<file path="config.mk">
export PLATFORM = sky130hd
export DESIGN_NAME = ptpo_top
export DESIGN_NICKNAME = d
export VERILOG_FILES = /design/src/common/ptpo_pkg.sv /design/src/rtl/ptpo_tick_gen.sv /design/src/rtl/ptpo_top.sv
export SDC_FILE = /design/constraint.sdc
export NUM_CORES = 2
export LEC_CHECK = 0
export BUFFER_PORTS_ARGS = -buffer_cell sky130_fd_sc_hd__buf_2
export CORE_ASPECT_RATIO = 1.2
export CORE_UTILIZATION = 60
export DETAILED_ROUTE_END_ITERATION = 10
export GPL_TIMING_DRIVEN = 0
export HOLD_SLACK_MARGIN = 0.06
export PLACE_DENSITY_LB_ADDON = 0.3
export SLEW_MARGIN = 40
export SYNTH_ARGS = -nofsm -noshare
export SYNTH_HDL_FRONTEND = slang
export SYNTH_HIERARCHICAL = 1
export SYNTH_SLANG_ARGS = --single-unit
</file>
<file path="constraint.sdc">
create_clock -name ref_clk -period 38.1 [get_ports ref_clk]
set_input_delay 3.81 -clock ref_clk [delete_from_list [all_inputs] [get_ports ref_clk]]
set_output_delay 3.81 -clock ref_clk [all_outputs]
set_load 0.03 [all_outputs]
</file>
<file path="src/common/ptpo_pkg.sv">
// Purpose: Shared constants for the dual pulse-train / modulation output block.
// Assumes: 20 MHz reference clock, 32-bit APB register access.
// Notes:   Every offset, field position, reset value and timing count lives here.
package ptpo_pkg;

   // Clock and time bases.
   localparam int CLK_PERIOD_NS = 50;
   localparam int US_TICK_NS    = 1000;
   localparam int US_TICK_CYC   = (US_TICK_NS + CLK_PERIOD_NS - 1) / CLK_PERIOD_NS;
   localparam int MS_TICK_US    = 1000;

   // Channel count and register map.
   localparam int          NUM_CH      = 2;
   localparam logic [7:0]  CH_STRIDE   = 8'h20;
   localparam logic [4:0]  OFF_CTRL    = 5'h00;
   localparam logic [4:0]  OFF_PERIOD  = 5'h04;
   localparam logic [4:0]  OFF_WIDTH   = 5'h08;
   localparam logic [4:0]  OFF_COUNT   = 5'h0c;
   localparam logic [4:0]  OFF_STATUS  = 5'h10;
   localparam logic [7:0]  ADDR_INVOKE = 8'h40;
   localparam logic [7:0]  ADDR_IRQ_ST = 8'h44;
   localparam logic [7:0]  ADDR_IRQ_CL = 8'h48;
   localparam logic [7:0]  ADDR_IRQ_EN = 8'h4c;

   // Control byte fields.
   localparam int CTL_UPD_PER = 0;
   localparam int CTL_UPD_WID = 1;
   localparam int CTL_UPD_CNT = 2;
   localparam int CTL_TB_MS   = 3;
   localparam int CTL_MODE    = 6;
   localparam int CTL_ENABLE  = 7;

   // Status byte fields.
   localparam int STS_OVF  = 6;
   localparam int STS_IDLE = 7;

   // Interrupt status layout: done events in the low bits, overflows above.
   localparam int IRQ_DONE_LSB = 0;
   localparam int IRQ_OVF_LSB  = 2;
   localparam int IRQ_W        = 4;

   // Reset values and limits.
   localparam logic [7:0]  CTRL_RST   = 8'h00;
   localparam logic [15:0] PERIOD_RST = 16'h0000;
   localparam logic [15:0] WIDTH_RST  = 16'h0000;
   localparam logic [31:0] COUNT_RST  = 32'h0000_0000;
   localparam logic [15:0] PERIOD_MIN = 16'h0002;

   // Running mode of one generator.
   typedef enum logic [1:0] {
      PTPO_IDLE,
      PTPO_TRAIN,
      PTPO_MOD
   } ptpo_mode_t;

endpackage

</file>
<file path="src/rtl/ptpo_tick_gen.sv">
// Purpose: Microsecond and millisecond tick enables from the reference clock.
// Assumes: Free-running dividers; ticks are one-cycle pulses.
// Notes:   The millisecond tick coincides with every thousandth microsecond tick.
module ptpo_tick_gen #(
   parameter int US_PER_MS = ptpo_pkg::MS_TICK_US
) (
   input  wire logic ref_clk,   // Reference clock.
   input  wire logic rst,       // Asynchronous reset, active high.
   output logic      us_tick,   // One-cycle pulse every microsecond.
   output logic      ms_tick    // One-cycle pulse every millisecond.
);
   import ptpo_pkg::*;

   logic [7:0]  us_cnt_q;
   logic [15:0] ms_cnt_q;
   wire         us_wrap = (us_cnt_q == 8'(US_TICK_CYC - 1));
   wire         ms_wrap = (ms_cnt_q == 16'(US_PER_MS - 1));

   // Cycle counter for the microsecond base, then microsecond counter for milliseconds.
   always_ff @(posedge ref_clk or posedge rst)
   begin
      if (rst)
      begin
         us_cnt_q <= 8'h00;
         ms_cnt_q <= 16'h0000;
      end
      else if (us_wrap)
      begin
         us_cnt_q <= 8'h00;
         ms_cnt_q <= ms_wrap ? 16'h0000 : ms_cnt_q + 16'h0001;
      end
      else
      begin
         us_cnt_q <= us_cnt_q + 8'h01;
      end
   end

   // Tick pulses are registered so they are clean enables downstream.
   always_ff @(posedge ref_clk or posedge rst)
   begin
      if (rst)
      begin
         us_tick <= 1'b0;
         ms_tick <= 1'b0;
      end
      else
      begin
         us_tick <= us_wrap;
         ms_tick <= us_wrap & ms_wrap;
      end
   end

endmodule

</file>
<file path="src/rtl/ptpo_top.sv">
// Purpose: Two independent pulse-train / pulse-width-modulation output generators.
// Assumes: APB slave with zero wait states; one 20 MHz clock; run_entry from same clock.
// Notes:   Software stages a control byte and values, then writes the invoke register.
// How it works
// - Two outputs, picked by index 0 or 1, each set independently as train or modulator.
// - An invoke write reads the staged control bits of the chosen output and starts, queues or stops it.
// - In train mode the high time is half the period.
// - A train emits exactly the programmed number of pulses, from one to the 32-bit maximum.
// - Train periods count microsecond or millisecond ticks.
// - An odd train period gives a high half one tick shorter than the low half.
// - In modulation mode the period repeats, high for the width at its start, low after.
// - Modulation period and width both use the selected time base.
// - The modulation width takes any value from 0 to 65,535 ticks.
// - A width equal to the period keeps the output on continuously.
// - A width of zero keeps the output off continuously.
// - A period below two ticks is replaced by two ticks.
// - Each output has an 8-bit control byte, 16-bit period and width, and a 32-bit count.
// - One train waits behind the active one; a third sets a sticky overflow flag.
// - A status flag shows whether the train is running or idle.
// - After reset all control bits, widths and counts are zero; staged periods are zero, active and waiting periods two ticks.
module ptpo_top #(
   parameter int US_PER_MS = ptpo_pkg::MS_TICK_US
) (
   input  wire logic        ref_clk,            // Reference clock, 20 MHz.
   input  wire logic        rst,                // Asynchronous reset, active high.
   input  wire logic        psel,               // APB select.
   input  wire logic        penable,            // APB access phase.
   input  wire logic        pwrite,             // APB direction, high for write.
   input  wire logic [7:0]  paddr,              // APB byte address.
   input  wire logic [31:0] pwdata,             // APB write data.
   output logic [31:0]      prdata,             // APB read data.
   output logic             pready,             // APB ready, always high.
   output logic             pslverr,            // APB error for unmapped addresses.
   input  wire logic        run_entry,          // Pulse on entry to run mode.
   output logic             pulse_output_zero,  // Pulse output of generator 0.
   output logic             pulse_output_one,   // Pulse output of generator 1.
   output logic             irq                 // Level interrupt.
);
   import ptpo_pkg::*;

   // Period clamp shared by invoke and queue paths.
   function automatic logic [15:0] clamp_period(input logic [15:0] p);
      clamp_period = (p < PERIOD_MIN) ? PERIOD_MIN : p;
   endfunction

   // Channel register decode helpers.
   function automatic logic ch_hit(input logic [7:0] a, input int ch, input logic [4:0] off);
      ch_hit = (a == (8'(ch) * CH_STRIDE) + {3'b000, off});
   endfunction

   logic us_tick;
   logic ms_tick;

   ptpo_tick_gen #(
      .US_PER_MS (US_PER_MS)
   ) u_tick (
      .ref_clk (ref_clk),
      .rst     (rst),
      .us_tick (us_tick),
      .ms_tick (ms_tick)
   );

   // Bus phase decode.
   wire apb_setup = psel & ~penable;
   wire apb_wr    = psel & penable & pwrite;

   // Invoke write selects a generator by index.
   wire inv_hit = apb_wr & (paddr == ADDR_INVOKE);
   wire inv_idx = pwdata[0];

   wire [NUM_CH-1:0] ev_done;
   wire [NUM_CH-1:0] ev_ovf;
   wire [NUM_CH-1:0] ch_out;
   wire [31:0]       ch_rd [NUM_CH];
   wire [NUM_CH-1:0] ch_map;

   genvar gi;
   generate
      for (gi = 0; gi < NUM_CH; gi++)
      begin : g_ch
         // Staged software values.
         logic [7:0]  ctl_q;
         logic [15:0] sper_q;
         logic [15:0] swid_q;
         logic [31:0] scnt_q;
         // Values loaded at invoke time.
         logic [15:0] lper_q, lper_d;
         logic [15:0] lwid_q, lwid_d;
         logic [31:0] lcnt_q, lcnt_d;
         // Running state.
         ptpo_mode_t  mode_q, mode_d;
         logic        tb_q, tb_d;
         logic [15:0] per_q, per_d;
         logic [15:0] wid_q, wid_d;
         logic [31:0] rem_q, rem_d;
         logic [15:0] ph_q, ph_d;
         // Waiting train specification.
         logic        qv_q, qv_d;
         logic        qtb_q, qtb_d;
         logic [15:0] qper_q, qper_d;
         logic [31:0] qcnt_q, qcnt_d;
         logic        ovf_q, ovf_d;
         logic        out_q;
         logic        done_p;
         logic        ovf_p;
         logic [15:0] hi_d;

         wire inv     = inv_hit & (inv_idx == 1'(gi));
         wire wr_ctl  = apb_wr & ch_hit(paddr, gi, OFF_CTRL);
         wire wr_per  = apb_wr & ch_hit(paddr, gi, OFF_PERIOD);
         wire wr_wid  = apb_wr & ch_hit(paddr, gi, OFF_WIDTH);
         wire wr_cnt  = apb_wr & ch_hit(paddr, gi, OFF_COUNT);
         wire wr_sts  = apb_wr & ch_hit(paddr, gi, OFF_STATUS);
         wire tick    = tb_q ? ms_tick : us_tick;
         wire end_per = (ph_q == per_q - 16'h0001);
         wire busy    = (mode_q == PTPO_TRAIN);
         wire [15:0] nper = ctl_q[CTL_UPD_PER] ? sper_q : lper_q;
         wire [15:0] nwid = ctl_q[CTL_UPD_WID] ? swid_q : lwid_q;
         wire [31:0] ncnt = ctl_q[CTL_UPD_CNT] ? scnt_q : lcnt_q;

         // Software staging registers, all zero after reset.
         always_ff @(posedge ref_clk or posedge rst)
         begin
            if (rst)
            begin
               ctl_q  <= CTRL_RST;
               sper_q <= PERIOD_RST;
               swid_q <= WIDTH_RST;
               scnt_q <= COUNT_RST;
            end
            else
            begin
               if (wr_ctl) ctl_q <= pwdata[7:0];
               if (wr_per) sper_q <= pwdata[15:0];
               if (wr_wid) swid_q <= pwdata[15:0];
               if (wr_cnt) scnt_q <= pwdata;
            end
         end

         // Next state of the generator: invoke, then tick stepping, then flag upkeep.
         always_comb
         begin
            lper_d = lper_q;
            lwid_d = lwid_q;
            lcnt_d = lcnt_q;
            mode_d = mode_q;
            tb_d   = tb_q;
            per_d  = per_q;
            wid_d  = wid_q;
            rem_d  = rem_q;
            ph_d   = ph_q;
            qv_d   = qv_q;
            qtb_d  = qtb_q;
            qper_d = qper_q;
            qcnt_d = qcnt_q;
            ovf_d  = ovf_q;
            done_p = 1'b0;
            ovf_p  = 1'b0;
            if (inv)
            begin
               lper_d = nper;
               lwid_d = nwid;
               lcnt_d = ncnt;
               if (!ctl_q[CTL_ENABLE])
               begin
                  mode_d = PTPO_IDLE;
                  qv_d   = 1'b0;
                  done_p = busy;
               end
               else if (ctl_q[CTL_MODE])
               begin
                  // Modulation restarts its cycle at once with the new values.
                  mode_d = PTPO_MOD;
                  tb_d   = ctl_q[CTL_TB_MS];
                  per_d  = clamp_period(nper);
                  wid_d  = nwid;
                  ph_d   = 16'h0000;
                  qv_d   = 1'b0;
               end
               else if (busy)
               begin
                  if (!qv_q)
                  begin
                     qv_d   = 1'b1;
                     qtb_d  = ctl_q[CTL_TB_MS];
                     qper_d = clamp_period(nper);
                     qcnt_d = ncnt;
                  end
                  else
                  begin
                     ovf_p = 1'b1;
                  end
               end
               else if (ncnt != 32'h0000_0000)
               begin
                  mode_d = PTPO_TRAIN;
                  tb_d   = ctl_q[CTL_TB_MS];
                  per_d  = clamp_period(nper);
                  rem_d  = ncnt;
                  ph_d   = 16'h0000;
               end
               else
               begin
                  mode_d = PTPO_IDLE;
               end
            end
            else if (tick && mode_q != PTPO_IDLE)
            begin
               if (!end_per)
               begin
                  ph_d = ph_q + 16'h0001;
               end
               else
               begin
                  ph_d = 16'h0000;
                  if (busy)
                  begin
                     if (rem_q != 32'h0000_0001)
                     begin
                        rem_d = rem_q - 32'h0000_0001;
                     end
                     else if (qv_q)
                     begin
                        // Chain the waiting train with no gap.
                        qv_d  = 1'b0;
                        tb_d  = qtb_q;
                        per_d = qper_q;
                        rem_d = qcnt_q;
                     end
                     else
                     begin
                        mode_d = PTPO_IDLE;
                        done_p = 1'b1;
                     end
                  end
               end
            end
            // Overflow clears on run entry or a software status write with the overflow bit zero, but a new overflow wins.
            if (run_entry || (wr_sts && !pwdata[STS_OVF]))
            begin
               ovf_d = 1'b0;
            end
            if (ovf_p)
            begin
               ovf_d = 1'b1;
            end
            // High time: half the period for trains, the width for modulation.
            if (mode_d == PTPO_MOD)
            begin
               hi_d = wid_d;
            end
            else
            begin
               hi_d = {1'b0, per_d[15:1]};
            end
         end

         // Generator state registers.
         always_ff @(posedge ref_clk or posedge rst)
         begin
            if (rst)
            begin
               lper_q <= PERIOD_RST;
               lwid_q <= WIDTH_RST;
               lcnt_q <= COUNT_RST;
               mode_q <= PTPO_IDLE;
               tb_q   <= 1'b0;
               per_q  <= PERIOD_MIN;
               wid_q  <= WIDTH_RST;
               rem_q  <= COUNT_RST;
               ph_q   <= 16'h0000;
               qv_q   <= 1'b0;
               qtb_q  <= 1'b0;
               qper_q <= PERIOD_MIN;
               qcnt_q <= COUNT_RST;
               ovf_q  <= 1'b0;
               out_q  <= 1'b0;
            end
            else
            begin
               lper_q <= lper_d;
               lwid_q <= lwid_d;
               lcnt_q <= lcnt_d;
               mode_q <= mode_d;
               tb_q   <= tb_d;
               per_q  <= per_d;
               wid_q  <= wid_d;
               rem_q  <= rem_d;
               ph_q   <= ph_d;
               qv_q   <= qv_d;
               qtb_q  <= qtb_d;
               qper_q <= qper_d;
               qcnt_q <= qcnt_d;
               ovf_q  <= ovf_d;
               out_q  <= (mode_d != PTPO_IDLE) && (ph_d < hi_d);
            end
         end

         // Export per-channel results.
         assign ev_done[gi] = done_p;
         assign ev_ovf[gi]  = ovf_p;
         assign ch_out[gi]  = out_q;
         assign ch_map[gi]  = ch_hit(paddr, gi, OFF_CTRL) | ch_hit(paddr, gi, OFF_PERIOD)
                            | ch_hit(paddr, gi, OFF_WIDTH) | ch_hit(paddr, gi, OFF_COUNT)
                            | ch_hit(paddr, gi, OFF_STATUS);
         assign ch_rd[gi]   = ch_hit(paddr, gi, OFF_CTRL)   ? {24'h000000, ctl_q} :
                              ch_hit(paddr, gi, OFF_PERIOD) ? {16'h0000, sper_q} :
                              ch_hit(paddr, gi, OFF_WIDTH)  ? {16'h0000, swid_q} :
                              ch_hit(paddr, gi, OFF_COUNT)  ? scnt_q :
                              ch_hit(paddr, gi, OFF_STATUS) ?
                                 {24'h000000, ~busy, ovf_q, 6'h00} : 32'h0000_0000;
      end
   endgenerate

   assign pulse_output_zero = ch_out[0];
   assign pulse_output_one  = ch_out[1];

   // Interrupt status: sticky events, write-one-to-clear, set wins over clear.
   logic [IRQ_W-1:0] irq_st_q;
   logic [IRQ_W-1:0] irq_en_q;
   wire  [IRQ_W-1:0] irq_set = {ev_ovf, ev_done};
   wire  [IRQ_W-1:0] irq_clr = (apb_wr && paddr == ADDR_IRQ_CL) ? pwdata[IRQ_W-1:0]
                                                                 : {IRQ_W{1'b0}};

   always_ff @(posedge ref_clk or posedge rst)
   begin
      if (rst)
      begin
         irq_st_q <= {IRQ_W{1'b0}};
         irq_en_q <= {IRQ_W{1'b0}};
      end
      else
      begin
         irq_st_q <= (irq_st_q & ~irq_clr) | irq_set;
         if (apb_wr && paddr == ADDR_IRQ_EN) irq_en_q <= pwdata[IRQ_W-1:0];
      end
   end

   assign irq = |(irq_st_q & irq_en_q);

   // Read decode and map check.
   wire glob_map = (paddr == ADDR_INVOKE) | (paddr == ADDR_IRQ_ST)
                 | (paddr == ADDR_IRQ_CL) | (paddr == ADDR_IRQ_EN);
   wire mapped   = glob_map | (|ch_map);
   wire [31:0] rd_mux = (paddr == ADDR_IRQ_ST) ? {28'h0000000, irq_st_q} :
                        (paddr == ADDR_IRQ_EN) ? {28'h0000000, irq_en_q} :
                        ch_rd[0] | ch_rd[1];

   // Read data is captured in the setup cycle and stands through the access.
   always_ff @(posedge ref_clk or posedge rst)
   begin
      if (rst)
      begin
         prdata <= 32'h0000_0000;
      end
      else if (apb_setup)
      begin
         prdata <= (!pwrite && mapped) ? rd_mux : 32'h0000_0000;
      end
   end

   assign pready  = 1'b1;
   assign pslverr = psel & penable & ~mapped;

endmodule

</file>
==> flow_summary.json <==
{
  "power_density_mw_per_mm2": 41.0,
  "hold_viol": 0,
  "cp-end-kind": "primary output",
  "worst_pin_slew_ns": 0.893,
  "cts_hold_buf": 0,
  "fp.dieArea_sq_mm": 0.0522,
  "synth_edf_count": 0,
  "crit_required_ns": 34.29,
  "mostFrequentLayoutCells": "dfrtp_1 (604), nor2_1 (363), a21oi_1 (269), nand2_1 (263), mux2_2 (196)",
  "cp_max_fo": 5,
  "core_area_sq_mm": 0.0504,
  "total_leakage_power_nw": 16.2,
  "post-cts-setup-buffers": 0,
  "finish.net_count": 3276,
  "startpoint_type": "primary input",
  "layout_commonest_cell": "dfrtp_1",
  "antenna_cells": 0,
  "syn-cell-area_sq_mm": 0.0308,
  "ys_warn_count": 6,
  "grt_max_degree": 88,
  "finalWeightedCongestion": 1.03,
  "ys_seq_area_share_pct": 49.5,
  "crit_slowest_cell": "nor2_1",
  "rows": 90,
  "area_delta_synth_final_pct": 12.0,
  "drtPass1Iterations": 6,
  "die_h_um": 250,
  "insertion_delay_ns": 0.65,
  "cts_resized": 0,
  "crit_chain": "buf_2, nor2_1, nand4b_1, and3_1, buf_2",
  "switchingPower_mw": 0.345,
  "combPwrFrac_pct": 7.4,
  "hold_path.class": "flop to flop",
  "synth_top_area_share_pct": 49.1,
  "crit_type": "primary input to primary output",
  "fin_skew_ns": 0.0166,
  "synth.distinct_cells": 93,
  "status": "finished, final reports clean",
  "syn-mean-instance-area_sq_um": 10.1,
  "grt_pass1_wl_mm": 146,
  "dpl.hpwl_mm": 70.7,
  "drtIter0Drc": 2569,
  "clockRootBuffer": "clkbuf_16",
  "setup_tns_ns": 0,
  "clk_path_buf_depth": 3,
  "grt_pass1_vias": 25600,
  "vdd_ir_drop_max_mv": 0.0464,
  "cts_tree": "built",
  "port_buffers": 77,
  "relSlewSlack_pct": 40.1,
  "min_period_over_period_pct": 23.2,
  "synth_nets": 3128,
  "avgViaCountPerCell": 6.57,
  "grtUsageTotal_pct": 36.4,
  "critPathArrivalTime_ns": 5.03,
  "p_clk_share_pct": 46.3,
  "ant_nets": 0,
  "timing.final.max_slew_violations": 0,
  "seqPwrFrac_pct": 46.3,
  "drv_cap": 0,
  "synthCells": 3042,
  "vias": 25500,
  "start_util_pct": 61.0,
  "wirelength_mm": 94.5,
  "crit_path_frequent_cell": "buf_2",
  "die_w_um": 209,
  "max_stage_delay_ns": 0.48,
  "finalCriticalPeriod_ns": 8.84,
  "clk_pin_slew_ns": 0.06,
  "antenna_found_initial": 3,
  "synth-main-ff-cell": "dfrtp_1",
  "synth_seq_cells": 608,
  "setup_viol": 0,
  "cts_made_buffers": 60,
  "drc": 0,
  "max_freq_mhz": 113,
  "sw_frac_of_total_pct": 24.4,
  "total_power_mw": 1.41,
  "synth_area_leaders": "dfrtp_1 (49%), mux2_2 (7.2%), mux2i_1 (5.3%)",
  "htreeDepth": 2,
  "grt_setup_unrepaired": "false",
  "io_pins": 83,
  "drive_gt1_share_pct": 15.3,
  "async_flop_share_pct": 100,
  "gr-total-overflow": 0,
  "synth_largest_area_cell": "dfrtp_1",
  "numClockSinks": 608,
  "p_int_mw": 1.07,
  "routedWlPerCell_um": 24.3
}
through the flow:
step,instance area (sq um),utilization (%),setup WS [ns],std cells,hold slack (ns)
after detailed placement,32300,64.0,28.83,3772,0.462
after global routing,34500,68.3,28.98,3883,0.482
final,34500,68.3,29.26,3883,0.473
after global placement,32000,63.3,12.65,3763,0.455
after floorplan,30800,-,18.01,3042,0.435
after CTS,34400,68.3,29.36,3883,0.470
kinds of logic after synthesis:
group / share of synthesized area [%]
multiplexers: 12.5
flip-flops: 49.5
XOR/XNOR: 2.70
adder cells (fa/ha/maj): 1.63
AO/OA/AOI/OAI: 14.9
other: 0.0122
buffers and inverters: 2.83
AND/OR/NAND/NOR: 16.0
critical path: cells and delay by family:
family        cells  cell delay, ns
buf+inv           2            0.28
simple gates      3            0.93
Yosys cell counts (21+ instances only):
master / instances
a21o_1: 51
a21oi_1: 270
a22oi_1: 43
a31oi_1: 46
and3_1: 29
buf_1: 24
buf_2: 21
clkbuf_1: 116
dfrtp_1: 604
ha_1: 40
inv_1: 34
mux2_2: 196
mux2i_1: 164
nand2_1: 263
nand2b_1: 40
nand3_1: 64
nand4_1: 40
nor2_1: 363
nor3_1: 40
nor4_1: 51
o211ai_1: 27
o21ai_0: 120
xnor2_1: 55
xor2_1: 40
layout make-up:
class / count / area (sq um)
inverters: 35 / 139
fillers: 3836 / 16000
multi-input cells: 2227 / 14700
flip-flops and latches: 608 / 15200
repair buffers: 86 / 633
well taps: 644 / 806
clock buffers: 75 / 1690
plain buffers: 172 / 739
clock inverters: 36 / 482
worst paths after layout:
check                                               from                             to  slack, ns  cells after the start
min in group asynchronous                            rst  g_ch[1].rem_q[28]$_DFFE_PP0P_       3.13                      2
max                                             paddr[1]                        pslverr      29.26                      5
min reg2reg                 u_tick/us_cnt_q[7]$_DFF_PP0_   u_tick/us_cnt_q[7]$_DFF_PP0_       0.47                      1
max reg2reg                g_ch[0].rem_q[20]$_DFFE_PP0P_    pulse_output_zero$_DFF_PP0_      32.17                     19
min                         u_tick/us_cnt_q[7]$_DFF_PP0_   u_tick/us_cnt_q[7]$_DFF_PP0_       0.47                      1
max in group asynchronous                            rst     g_ch[0].per_q[8]$_DFF_PP0_      33.29                      6
power by group through the flow:
stage,clock (mW),sequential (mW),combinational [mW]
floorplan,0,0.664,0.0699
global placement,0,0.667,0.0949
detailed placement,0,0.666,0.101
CTS,0.656,0.654,0.102
global route,0.681,0.654,0.114
finish,0.653,0.654,0.104
state kept, by name (all words and copies together) (netlist names), 4 cells and up:
signal	count
g_ch.mode_q	4
g_ch.ph_q	32
prdata	32
g_ch.per_q	32
u_tick/us_cnt_q	8
g_ch.qper_q	32
g_ch.lcnt_q	64
u_tick/ms_cnt_q	16
g_ch.lper_q	32
g_ch.lwid_q	32
g_ch.sper_q	32
g_ch.rem_q	64
g_ch.wid_q	32
g_ch.ctl_q	16
g_ch.scnt_q	64
irq_en_q	4
irq_st_q	4
g_ch.swid_q	32
g_ch.qcnt_q	64
metal layers:
metal | GRT usage (%) | up-vias | routed length, um
li1 | - | 11300 | -
met1 | 44.6 | 12600 | 36100
met2 | 59.8 | 1204 | 45200
met3 | 6.69 | 338 | 6700
met4 | 22.3 | 6 | 6480
met5 | 0 | - | 43
Note: power is estimated with default switching activity, not from simulation.
